--- config.mk ---
export PLATFORM = sky130hd
export DESIGN_NAME = host_memory_address_decoder
export DESIGN_NICKNAME = d
export VERILOG_FILES = /design/src/lower_map_route.v /design/src/pci_claim_decode.v /design/src/host_memory_address_decoder.v
export VERILOG_INCLUDE_DIRS = /design/src
export SDC_FILE = /design/constraint.sdc
export NUM_CORES = 1
export LEC_CHECK = 0
export BUFFER_PORTS_ARGS = -buffer_cell sky130_fd_sc_hd__buf_2
export CAP_MARGIN = 5
export CORE_AREA = 2 2 130 132
export CTS_CLUSTER_DIAMETER = 120
export DETAILED_ROUTE_END_ITERATION = 10
export DIE_AREA = 0 0 132 134
export GPL_TIMING_DRIVEN = 0
export SLEW_MARGIN = 20
export SYNTH_ARGS = -nofsm -noshare
export SYNTH_HDL_FRONTEND = slang
export SYNTH_SLANG_ARGS = --single-unit
--- constraint.sdc ---
create_clock -name clock_in -period 3.5 [get_ports clock_in]
set_clock_uncertainty 0.2 [all_clocks]
set_input_delay 0.175 -clock clock_in [delete_from_list [all_inputs] [get_ports clock_in]]
set_output_delay 0.175 -clock clock_in [all_outputs]
set_load 0.005 [all_outputs]
--- src/host_memory_decoder_defines.vh ---
// Register offsets, field positions, reset values, route codes and address widths of the decoder
`ifndef HOST_MEMORY_DECODER_DEFINES_VH
`define HOST_MEMORY_DECODER_DEFINES_VH

`define REG_ATTR_EXPANSION 4'h0
`define REG_ATTR_FIRMWARE 4'h1
`define REG_DRAM_HOLE_CONTROL 4'h2
`define REG_MGMT_MEMORY_CONTROL 4'h3
`define REG_ROUTE_STATUS 4'h4
`define REG_DROP_COUNT 4'h5
`define REG_ZERO_READ_COUNT 4'h6

`define ATTR_RESET 26'h0000000
`define HOLE_BIT 0
`define HOLE_RESET 1'b0

`define MMC_BASE_LSB 0
`define MMC_BASE_MSB 2
`define MMC_ENABLE_BIT 3
`define MMC_LOCK_BIT 4
`define MMC_CLOSE_BIT 5
`define MMC_OPEN_BIT 6
`define MMC_BASE_RESET 3'h2
`define MMC_BASE_GRAPHICS 3'h2

`define ROUTE_DRAM 2'h0
`define ROUTE_PCI 2'h1
`define ROUTE_LOCAL 2'h2
`define ROUTE_EXTENDED 2'h3

`define MEM_ADDR_WIDTH 36
`define IO_ADDR_WIDTH 16
`define COUNT_MAX 16'hffff

`endif

--- src/lower_map_route.v ---
// Routing of host memory cycles inside the lowest megabyte
`include "host_memory_decoder_defines.vh"

module lower_map_route (
  input wire [19:0] addr_in,
  input wire write_in,
  input wire hole_in,
  input wire [25:0] attr_in,
  input wire mgmt_dram_in,
  output reg to_dram_out
);

  // Segment 0..7 expansion, 8..11 extended firmware, 12 system firmware
  function [3:0] seg_index;
    input [19:0] a;
    begin
      if (a[17:16] == 2'h3) begin
        seg_index = 4'hc;
      end else if (!a[17]) begin
        seg_index = {1'b0, a[16:14]};
      end else begin
        seg_index = {2'h2, a[15:14]};
      end
    end
  endfunction

  reg [25:0] shifted;

  always @* begin
    shifted = attr_in >> {seg_index(addr_in), 1'b0};
    if (!addr_in[19]) begin
      to_dram_out = 1'b1;
    end else if (addr_in[19:17] == 3'h4) begin
      to_dram_out = !hole_in;
    end else if (addr_in[19:17] == 3'h5) begin
      to_dram_out = mgmt_dram_in;
    end else begin
      // Disabled DRAM is never moved elsewhere, the cycle just goes out
      to_dram_out = write_in ? shifted[1] : shifted[0];
    end
  end

endmodule

--- src/pci_claim_decode.v ---
// Decides whether a PCI or ISA master memory cycle is claimed for main DRAM
`include "host_memory_decoder_defines.vh"

module pci_claim_decode (
  input wire valid_in,
  input wire [31:0] addr_in,
  input wire hole_in,
  output reg claim_out
);

  always @* begin
    claim_out = 1'b0;
    if (valid_in && addr_in[31:20] == 12'h000) begin
      if (!addr_in[19]) begin
        claim_out = 1'b1;
      end else if (addr_in[19:17] == 3'h4) begin
        claim_out = !hole_in;
      end else begin
        // Graphics, management and shadowed segments stay with their owners
        claim_out = 1'b0;
      end
    end
  end

endmodule

--- src/host_memory_address_decoder.v ---
// Host memory and I/O address decoder with attribute, hole and management control
`include "host_memory_decoder_defines.vh"

module host_memory_address_decoder (
  input wire clock_in,
  input wire reset_n_in,
  input wire hreq_valid_in,
  input wire [35:0] hreq_addr_in,
  input wire hreq_write_in,
  input wire hreq_io_in,
  input wire hreq_mgmt_n_in,
  input wire hreq_code_in,
  input wire pci_req_valid_in,
  input wire [31:0] pci_req_addr_in,
  input wire [3:0] reg_addr_in,
  input wire [15:0] reg_wdata_in,
  input wire reg_wr_in,
  input wire reg_rd_in,
  output reg route_valid_out,
  output reg route_dram_out,
  output reg route_pci_out,
  output reg route_local_out,
  output reg route_extended_out,
  output reg route_write_out,
  output reg route_io_out,
  output reg [31:0] route_addr_out,
  output reg local_rdata_valid_out,
  output reg [63:0] local_rdata_out,
  output reg pci_claim_out,
  output reg [15:0] reg_rdata_out
);

  ////////////////////////////////////////////////////////////////////////////
  // Control registers

  reg [25:0] attr_q;
  reg hole_q;
  reg [2:0] mmc_base_q;
  reg mmc_enable_q;
  reg mmc_lock_q;
  reg mmc_close_q;
  reg mmc_open_q;
  reg [1:0] last_route_q;
  reg [15:0] drop_count_q;
  reg [15:0] zero_read_count_q;

  wire wr_attr_exp = reg_wr_in && reg_addr_in == `REG_ATTR_EXPANSION;
  wire wr_attr_fw = reg_wr_in && reg_addr_in == `REG_ATTR_FIRMWARE;
  wire wr_hole = reg_wr_in && reg_addr_in == `REG_DRAM_HOLE_CONTROL;
  wire wr_mmc = reg_wr_in && reg_addr_in == `REG_MGMT_MEMORY_CONTROL;
  wire wr_drop = reg_wr_in && reg_addr_in == `REG_DROP_COUNT;
  wire wr_zero = reg_wr_in && reg_addr_in == `REG_ZERO_READ_COUNT;

  always @(posedge clock_in or negedge reset_n_in) begin
    if (!reset_n_in) begin
      attr_q <= `ATTR_RESET;
      hole_q <= `HOLE_RESET;
    end else begin
      if (wr_attr_exp) begin
        attr_q[15:0] <= reg_wdata_in;
      end
      if (wr_attr_fw) begin
        attr_q[25:16] <= reg_wdata_in[9:0];
      end
      if (wr_hole) begin
        hole_q <= reg_wdata_in[`HOLE_BIT];
      end
    end
  end

  // Once locked, only a reset frees base, enable, lock and open again; close stays writable
  always @(posedge clock_in or negedge reset_n_in) begin
    if (!reset_n_in) begin
      mmc_base_q <= `MMC_BASE_RESET;
      mmc_enable_q <= 1'b0;
      mmc_lock_q <= 1'b0;
      mmc_close_q <= 1'b0;
      mmc_open_q <= 1'b0;
    end else if (wr_mmc) begin
      mmc_close_q <= reg_wdata_in[`MMC_CLOSE_BIT];
      if (!mmc_lock_q) begin
        mmc_base_q <= reg_wdata_in[`MMC_BASE_MSB:`MMC_BASE_LSB];
        mmc_enable_q <= reg_wdata_in[`MMC_ENABLE_BIT];
        mmc_lock_q <= reg_wdata_in[`MMC_LOCK_BIT];
        mmc_open_q <= reg_wdata_in[`MMC_OPEN_BIT] && !reg_wdata_in[`MMC_LOCK_BIT];
      end
    end
  end

  ////////////////////////////////////////////////////////////////////////////
  // Host cycle decode, purely combinational on current settings

  wire above_4g = |hreq_addr_in[35:32];
  wire in_low_mb = hreq_addr_in[31:20] == 12'h000;
  wire mgmt_active = !hreq_mgmt_n_in;
  wire lower_to_dram;
  reg mgmt_dram;
  reg [1:0] route_d;

  // Open with close set is undefined; close applies in management mode and open outside it
  always @* begin
    mgmt_dram = 1'b0;
    if (mmc_enable_q && mmc_base_q == `MMC_BASE_GRAPHICS) begin
      if (mgmt_active) begin
        mgmt_dram = hreq_code_in || !mmc_close_q;
      end else begin
        mgmt_dram = mmc_open_q && !mmc_lock_q;
      end
    end
  end

  lower_map_route u_lower_map_route (
    .addr_in(hreq_addr_in[19:0]),
    .write_in(hreq_write_in),
    .hole_in(hole_q),
    .attr_in(attr_q),
    .mgmt_dram_in(mgmt_dram),
    .to_dram_out(lower_to_dram)
  );

  always @* begin
    if (hreq_io_in) begin
      route_d = `ROUTE_PCI;
    end else if (above_4g) begin
      route_d = `ROUTE_LOCAL;
    end else if (in_low_mb) begin
      route_d = lower_to_dram ? `ROUTE_DRAM : `ROUTE_PCI;
    end else begin
      route_d = `ROUTE_EXTENDED;
    end
  end

  // I/O addresses wrap at 64 Kbyte; memory keeps its 32-bit address
  wire [31:0] addr_d = hreq_io_in ? {16'h0000, hreq_addr_in[15:0]} : hreq_addr_in[31:0];
  wire local_read = hreq_valid_in && route_d == `ROUTE_LOCAL && !hreq_write_in;
  wire local_write = hreq_valid_in && route_d == `ROUTE_LOCAL && hreq_write_in;

  ////////////////////////////////////////////////////////////////////////////
  // Registered routing outputs, one cycle after the request

  always @(posedge clock_in or negedge reset_n_in) begin
    if (!reset_n_in) begin
      route_valid_out <= 1'b0;
      route_dram_out <= 1'b0;
      route_pci_out <= 1'b0;
      route_local_out <= 1'b0;
      route_extended_out <= 1'b0;
      route_write_out <= 1'b0;
      route_io_out <= 1'b0;
      route_addr_out <= 32'h00000000;
      local_rdata_valid_out <= 1'b0;
      local_rdata_out <= 64'h0000000000000000;
      last_route_q <= `ROUTE_DRAM;
    end else begin
      route_valid_out <= hreq_valid_in;
      route_dram_out <= hreq_valid_in && route_d == `ROUTE_DRAM;
      route_pci_out <= hreq_valid_in && route_d == `ROUTE_PCI;
      route_local_out <= hreq_valid_in && route_d == `ROUTE_LOCAL;
      route_extended_out <= hreq_valid_in && route_d == `ROUTE_EXTENDED;
      route_write_out <= hreq_valid_in && hreq_write_in;
      route_io_out <= hreq_valid_in && hreq_io_in;
      route_addr_out <= hreq_valid_in ? addr_d : 32'h00000000;
      // Local reads finish here with zero data; local writes are just dropped
      local_rdata_valid_out <= local_read;
      local_rdata_out <= 64'h0000000000000000;
      if (hreq_valid_in) begin
        last_route_q <= route_d;
      end
    end
  end

  ////////////////////////////////////////////////////////////////////////////
  // Counters of locally terminated cycles; an event with a clear in the same cycle loads one

  always @(posedge clock_in or negedge reset_n_in) begin
    if (!reset_n_in) begin
      drop_count_q <= 16'h0000;
      zero_read_count_q <= 16'h0000;
    end else begin
      if (local_write) begin
        if (wr_drop) begin
          drop_count_q <= 16'h0001;
        end else if (drop_count_q != `COUNT_MAX) begin
          drop_count_q <= drop_count_q + 16'h0001;
        end
      end else if (wr_drop) begin
        drop_count_q <= 16'h0000;
      end
      if (local_read) begin
        if (wr_zero) begin
          zero_read_count_q <= 16'h0001;
        end else if (zero_read_count_q != `COUNT_MAX) begin
          zero_read_count_q <= zero_read_count_q + 16'h0001;
        end
      end else if (wr_zero) begin
        zero_read_count_q <= 16'h0000;
      end
    end
  end

  ////////////////////////////////////////////////////////////////////////////
  // PCI master claim

  wire pci_claim_d;

  pci_claim_decode u_pci_claim_decode (
    .valid_in(pci_req_valid_in),
    .addr_in(pci_req_addr_in),
    .hole_in(hole_q),
    .claim_out(pci_claim_d)
  );

  always @(posedge clock_in or negedge reset_n_in) begin
    if (!reset_n_in) begin
      pci_claim_out <= 1'b0;
    end else begin
      pci_claim_out <= pci_claim_d;
    end
  end

  ////////////////////////////////////////////////////////////////////////////
  // Register read port; unmapped offsets read zero

  reg [15:0] rdata_d;

  always @* begin
    case (reg_addr_in)
      `REG_ATTR_EXPANSION: begin
        rdata_d = attr_q[15:0];
      end
      `REG_ATTR_FIRMWARE: begin
        rdata_d = {6'h00, attr_q[25:16]};
      end
      `REG_DRAM_HOLE_CONTROL: begin
        rdata_d = {15'h0000, hole_q};
      end
      `REG_MGMT_MEMORY_CONTROL: begin
        rdata_d = {9'h000, mmc_open_q, mmc_close_q, mmc_lock_q, mmc_enable_q, mmc_base_q};
      end
      `REG_ROUTE_STATUS: begin
        rdata_d = {14'h0000, last_route_q};
      end
      `REG_DROP_COUNT: begin
        rdata_d = drop_count_q;
      end
      `REG_ZERO_READ_COUNT: begin
        rdata_d = zero_read_count_q;
      end
      default: begin
        rdata_d = 16'h0000;
      end
    endcase
  end

  always @(posedge clock_in or negedge reset_n_in) begin
    if (!reset_n_in) begin
      reg_rdata_out <= 16'h0000;
    end else if (reg_rd_in) begin
      reg_rdata_out <= rdata_d;
    end else begin
      reg_rdata_out <= 16'h0000;
    end
  end

endmodule

==> impl_metrics.py <==
metrics = {
    "run_status": {
        "status": "complete, no violations",
    },
    "grt": {
        "grt_use_total_pct": 19.3,
        "antenna_found_initial": 0,
        "overflow": 0,
        "grt_pass1_vias": 5295,
        "grt_max_degree": 64,
        "grt_pass1_wl_mm": 26.8,
    },
    "worst_setup_path": {
        "crit_required_ps": 3590,
        "end_kind": "register",
        "critPathLaunchType": "primary input",
        "cpPeakStageDelay_ps": 920,
        "cp_max_fo": 4,
        "crit_arrival_ps": 2650,
        "worst_path_max_delay_cell": "nor4_1",
        "path_buf_inv": 2,
        "path_delay_family": "simple AND/OR/NAND/NOR gates",
        "critPathKind": "in2reg",
        "path_cells": "dlygate4sd3_1, buf_2, nor4_1, nor4_2, a21boi_1, and4_1, xnor2_1, nor2_1",
    },
    "floorplanning": {
        "dieArea_um2": 17700,
        "fp.dieW_um": 132,
        "design.core.area_um2": 16300,
        "pin_count": 219,
        "start_util_pct": 37.3,
        "row_count": 47,
        "die_h_um": 134,
    },
    "sta": {
        "hold_ws_ps": 53.5,
        "period_share_pct": 73.3,
        "max_slew_margin_pct": 21.9,
        "max_freq_ghz": 0.390,
        "slew_viol_final": 0,
        "tightest_slew_ps": 1170,
        "rsz0062_at_grt": "false",
        "finalHoldViolations": 0,
        "fin_crit_ps": 2570,
        "setup_viol": 0,
        "tns_ps": 0,
    },
    "logic_synthesis": {
        "synthAdderAreaFrac_pct": 0.412,
        "synth_top_family_by_area": "simple AND/OR/NAND/NOR gates",
        "synth_cells": 548,
        "syn_avg_cell_area_um2": 11.1,
        "yosys.area.top_type": "dfrtp_1",
        "synth_xor_area_share_pct": 3.32,
        "synth_area_um2": 6070,
        "synth_edf_count": 0,
        "synth-compound-area-share_pct": 8.76,
        "synth.yosys.seq_area_share_pct": 51.5,
        "synthSimpleGateAreaFrac_pct": 17.0,
        "async_flop_share_pct": 100,
        "yosysTopAreaCellShare_pct": 51.1,
        "synth_ff_type": "dfrtp_1",
        "yosysWarnings": 0,
        "synthDistinctLibCells": 61,
        "synthMuxAreaShare_pct": 8.57,
        "synth_area_leaders": "dfrtp_1 51%, buf_4 8.3%, mux2_2 6.3%",
        "ys_ff_latch": 125,
    },
    "route": {
        "drc_errors": 0,
        "wl_per_cell_um": 15.6,
        "postRouteAntennaNets": 0,
        "wl_mm": 16.6,
        "drt_pass1_iterations": 5,
        "drtIter0Drc": 366,
        "vias": 5100,
        "viasPerCell": 4.81,
    },
    "cts": {
        "cts.sink_count": 125,
        "cts_tree": "yes",
        "cts.path.max_buffers": 2,
        "cts.clk_slew.worst_paths_ps": 50,
        "ctsHoldBuffers": 63,
        "htree_levels": 4,
        "cts_made_buffers": 17,
        "root_buffer": "clkbuf_16",
        "cts_resized": 0,
        "post-cts-setup-buffer-count": 0,
        "clk_latency_ps": 420,
    },
    "final_layout": {
        "final_common_cell": "buf_2",
        "diodes": 0,
        "drive_gt1_share_pct": 34.5,
        "final_cell_count_no_fill": 1061,
        "area_delta_synth_final_pct": 40.2,
        "fin_nets": 928,
        "final_cell_mix": "141 x buf_2, 124 x dfrtp_1, 67 x buf_4",
        "n_fill_cell": 1451,
    },
    "placed_design": {
        "routabilityCongestion": 0.855,
        "portBuffers": 134,
        "dp_cells": 966,
        "dpl.hpwl_mm": 11.9,
    },
    "power": {
        "power_density_nw_per_um2": 481,
        "p_sw_share_pct": 25.5,
        "p_leak_nw": 4.21,
        "pwr-share-seq_pct": 43.0,
        "internal_power_mw": 3.05,
        "power_frac_clock_pct": 43.1,
        "pwr-share-comb_pct": 13.8,
        "max-vdd-ir-drop_v": 0.000331,
        "p_sw_mw": 1.04,
    },
    "run": {
        "maxCapViolations": 0,
    },
    "hold_path": {
        "hold_path_class": "in2reg",
    },
}
[cells in the mapped netlist (all sizes together) (2+ instances only)]
master / number
and3: 6
a21oi: 17
nand3b: 3
inv: 9
a2111oi: 2
a31oi: 4
mux2: 34
mux4: 3
and2: 33
clkbuf: 11
nor2: 54
or2: 2
and4: 6
a31o: 2
o21ai: 8
nand4: 9
dfrtp: 124
ha: 2
nor4: 9
a21boi: 2
xor2: 17
nand3: 15
a22oi: 7
nor2b: 2
nor3: 6
buf: 76
nor3b: 3
a221oi: 2
xnor2: 6
nand2b: 4
or3: 4
mux2i: 7
or4: 2
nand2: 26
a222oi: 15
[registers in the layout (all words and copies together) (netlist names), 2 cells and up]
name	flops
attr_q	26
drop_count_q	16
last_route_q	2
mmc_base_q	3
reg_rdata_out	16
route_addr_out	32
zero_read_count_q	16
[final timing paths]
check | start | end | slack [ps] | depth (start not counted)
min in group asynchronous | reset_n_in | route_addr_out[10]$_DFF_PN0_ | 130 | 2
max | hreq_addr_in[33] | drop_count_q[6]$_DFFE_PN0P_ | 930 | 8
min reg2reg | mmc_open_q$_DFFE_PN0P_ | mmc_open_q$_DFFE_PN0P_ | 320 | 2
max reg2reg | drop_count_q[1]$_DFFE_PN0P_ | drop_count_q[6]$_DFFE_PN0P_ | 1120 | 7
max in group asynchronous | reset_n_in | attr_q[21]$_DFFE_PN0P_ | 2260 | 3
min | hreq_addr_in[32] | route_local_out$_DFF_PN0_ | 50 | 3
[layer usage]
| layer | part of all wire [%] | up-vias | global-route usage (%) |
|---|---|---|---|
| li1 | - | 2382 | - |
| met1 | 41 | 2474 | 22.4 |
| met2 | 50 | 202 | 33.9 |
| met3 | 5.4 | 42 | 4.42 |
| met4 | 3.2 | 0 | 9.06 |
| met5 | 0 | - | 0 |
[power by group through the flow]
stage	clock [mW]	sequential (mW)	combinational [mW]
5_1_grt	1.87	1.78	0.628
3_3_place_gp	0	1.78	0.488
2_1_floorplan	0	1.72	0.335
6_report	1.77	1.76	0.567
3_5_place_dp	0	1.78	0.509
4_1_cts	1.80	1.76	0.564
[worst register-to-register path, stage by stage (launching register included)]
cell	delay [ps]
dfrtp_1	430
ha_1	270
nand2_1	130
nor4_2	380
a21boi_1	390
and4_1	250
xnor2_1	130
nor2_1	60
[logic make-up after synthesis]
logic type               count (synthesis)
AO/OA/AOI/OAI                           70
XOR/XNOR                                23
adder cells (fa/ha/maj)                  2
buffers and inverters                   96
flip-flops                             125
multiplexers                            44
other                                    1
AND/OR/NAND/NOR                        187
[cell type report]
type / count / area [um^2] / share of cell area (%)
flip-flops and latches: 125 / 3130 / 36.8
multi-input cells: 390 / 2550 / 30.0
repair buffers: 198 / 1340 / 15.7
plain buffers: 87 / 596 / 7.00
clock buffers: 21 / 450 / 5.29
well taps: 220 / 275 / 3.23
clock inverters: 11 / 141 / 1.66
inverters: 9 / 33.8 / 0.397
[metrics by stage]
| stage | power [mW] | utilization [%] | area (um^2) | setup slack, ps |
|---|---|---|---|---|
| finish | 4.10 | 52.2 | 8510 | 934 |
| detailed placement | 2.29 | 44.7 | 7290 | 1050 |
| global placement | 2.26 | 44.5 | 7250 | 501 |
| floorplan | 2.06 | - | 6310 | 1490 |
| global route | 4.28 | 52.2 | 8510 | 789 |
| CTS | 4.13 | 52.2 | 8510 | 949 |
Power figures use the tool's default switching activity.
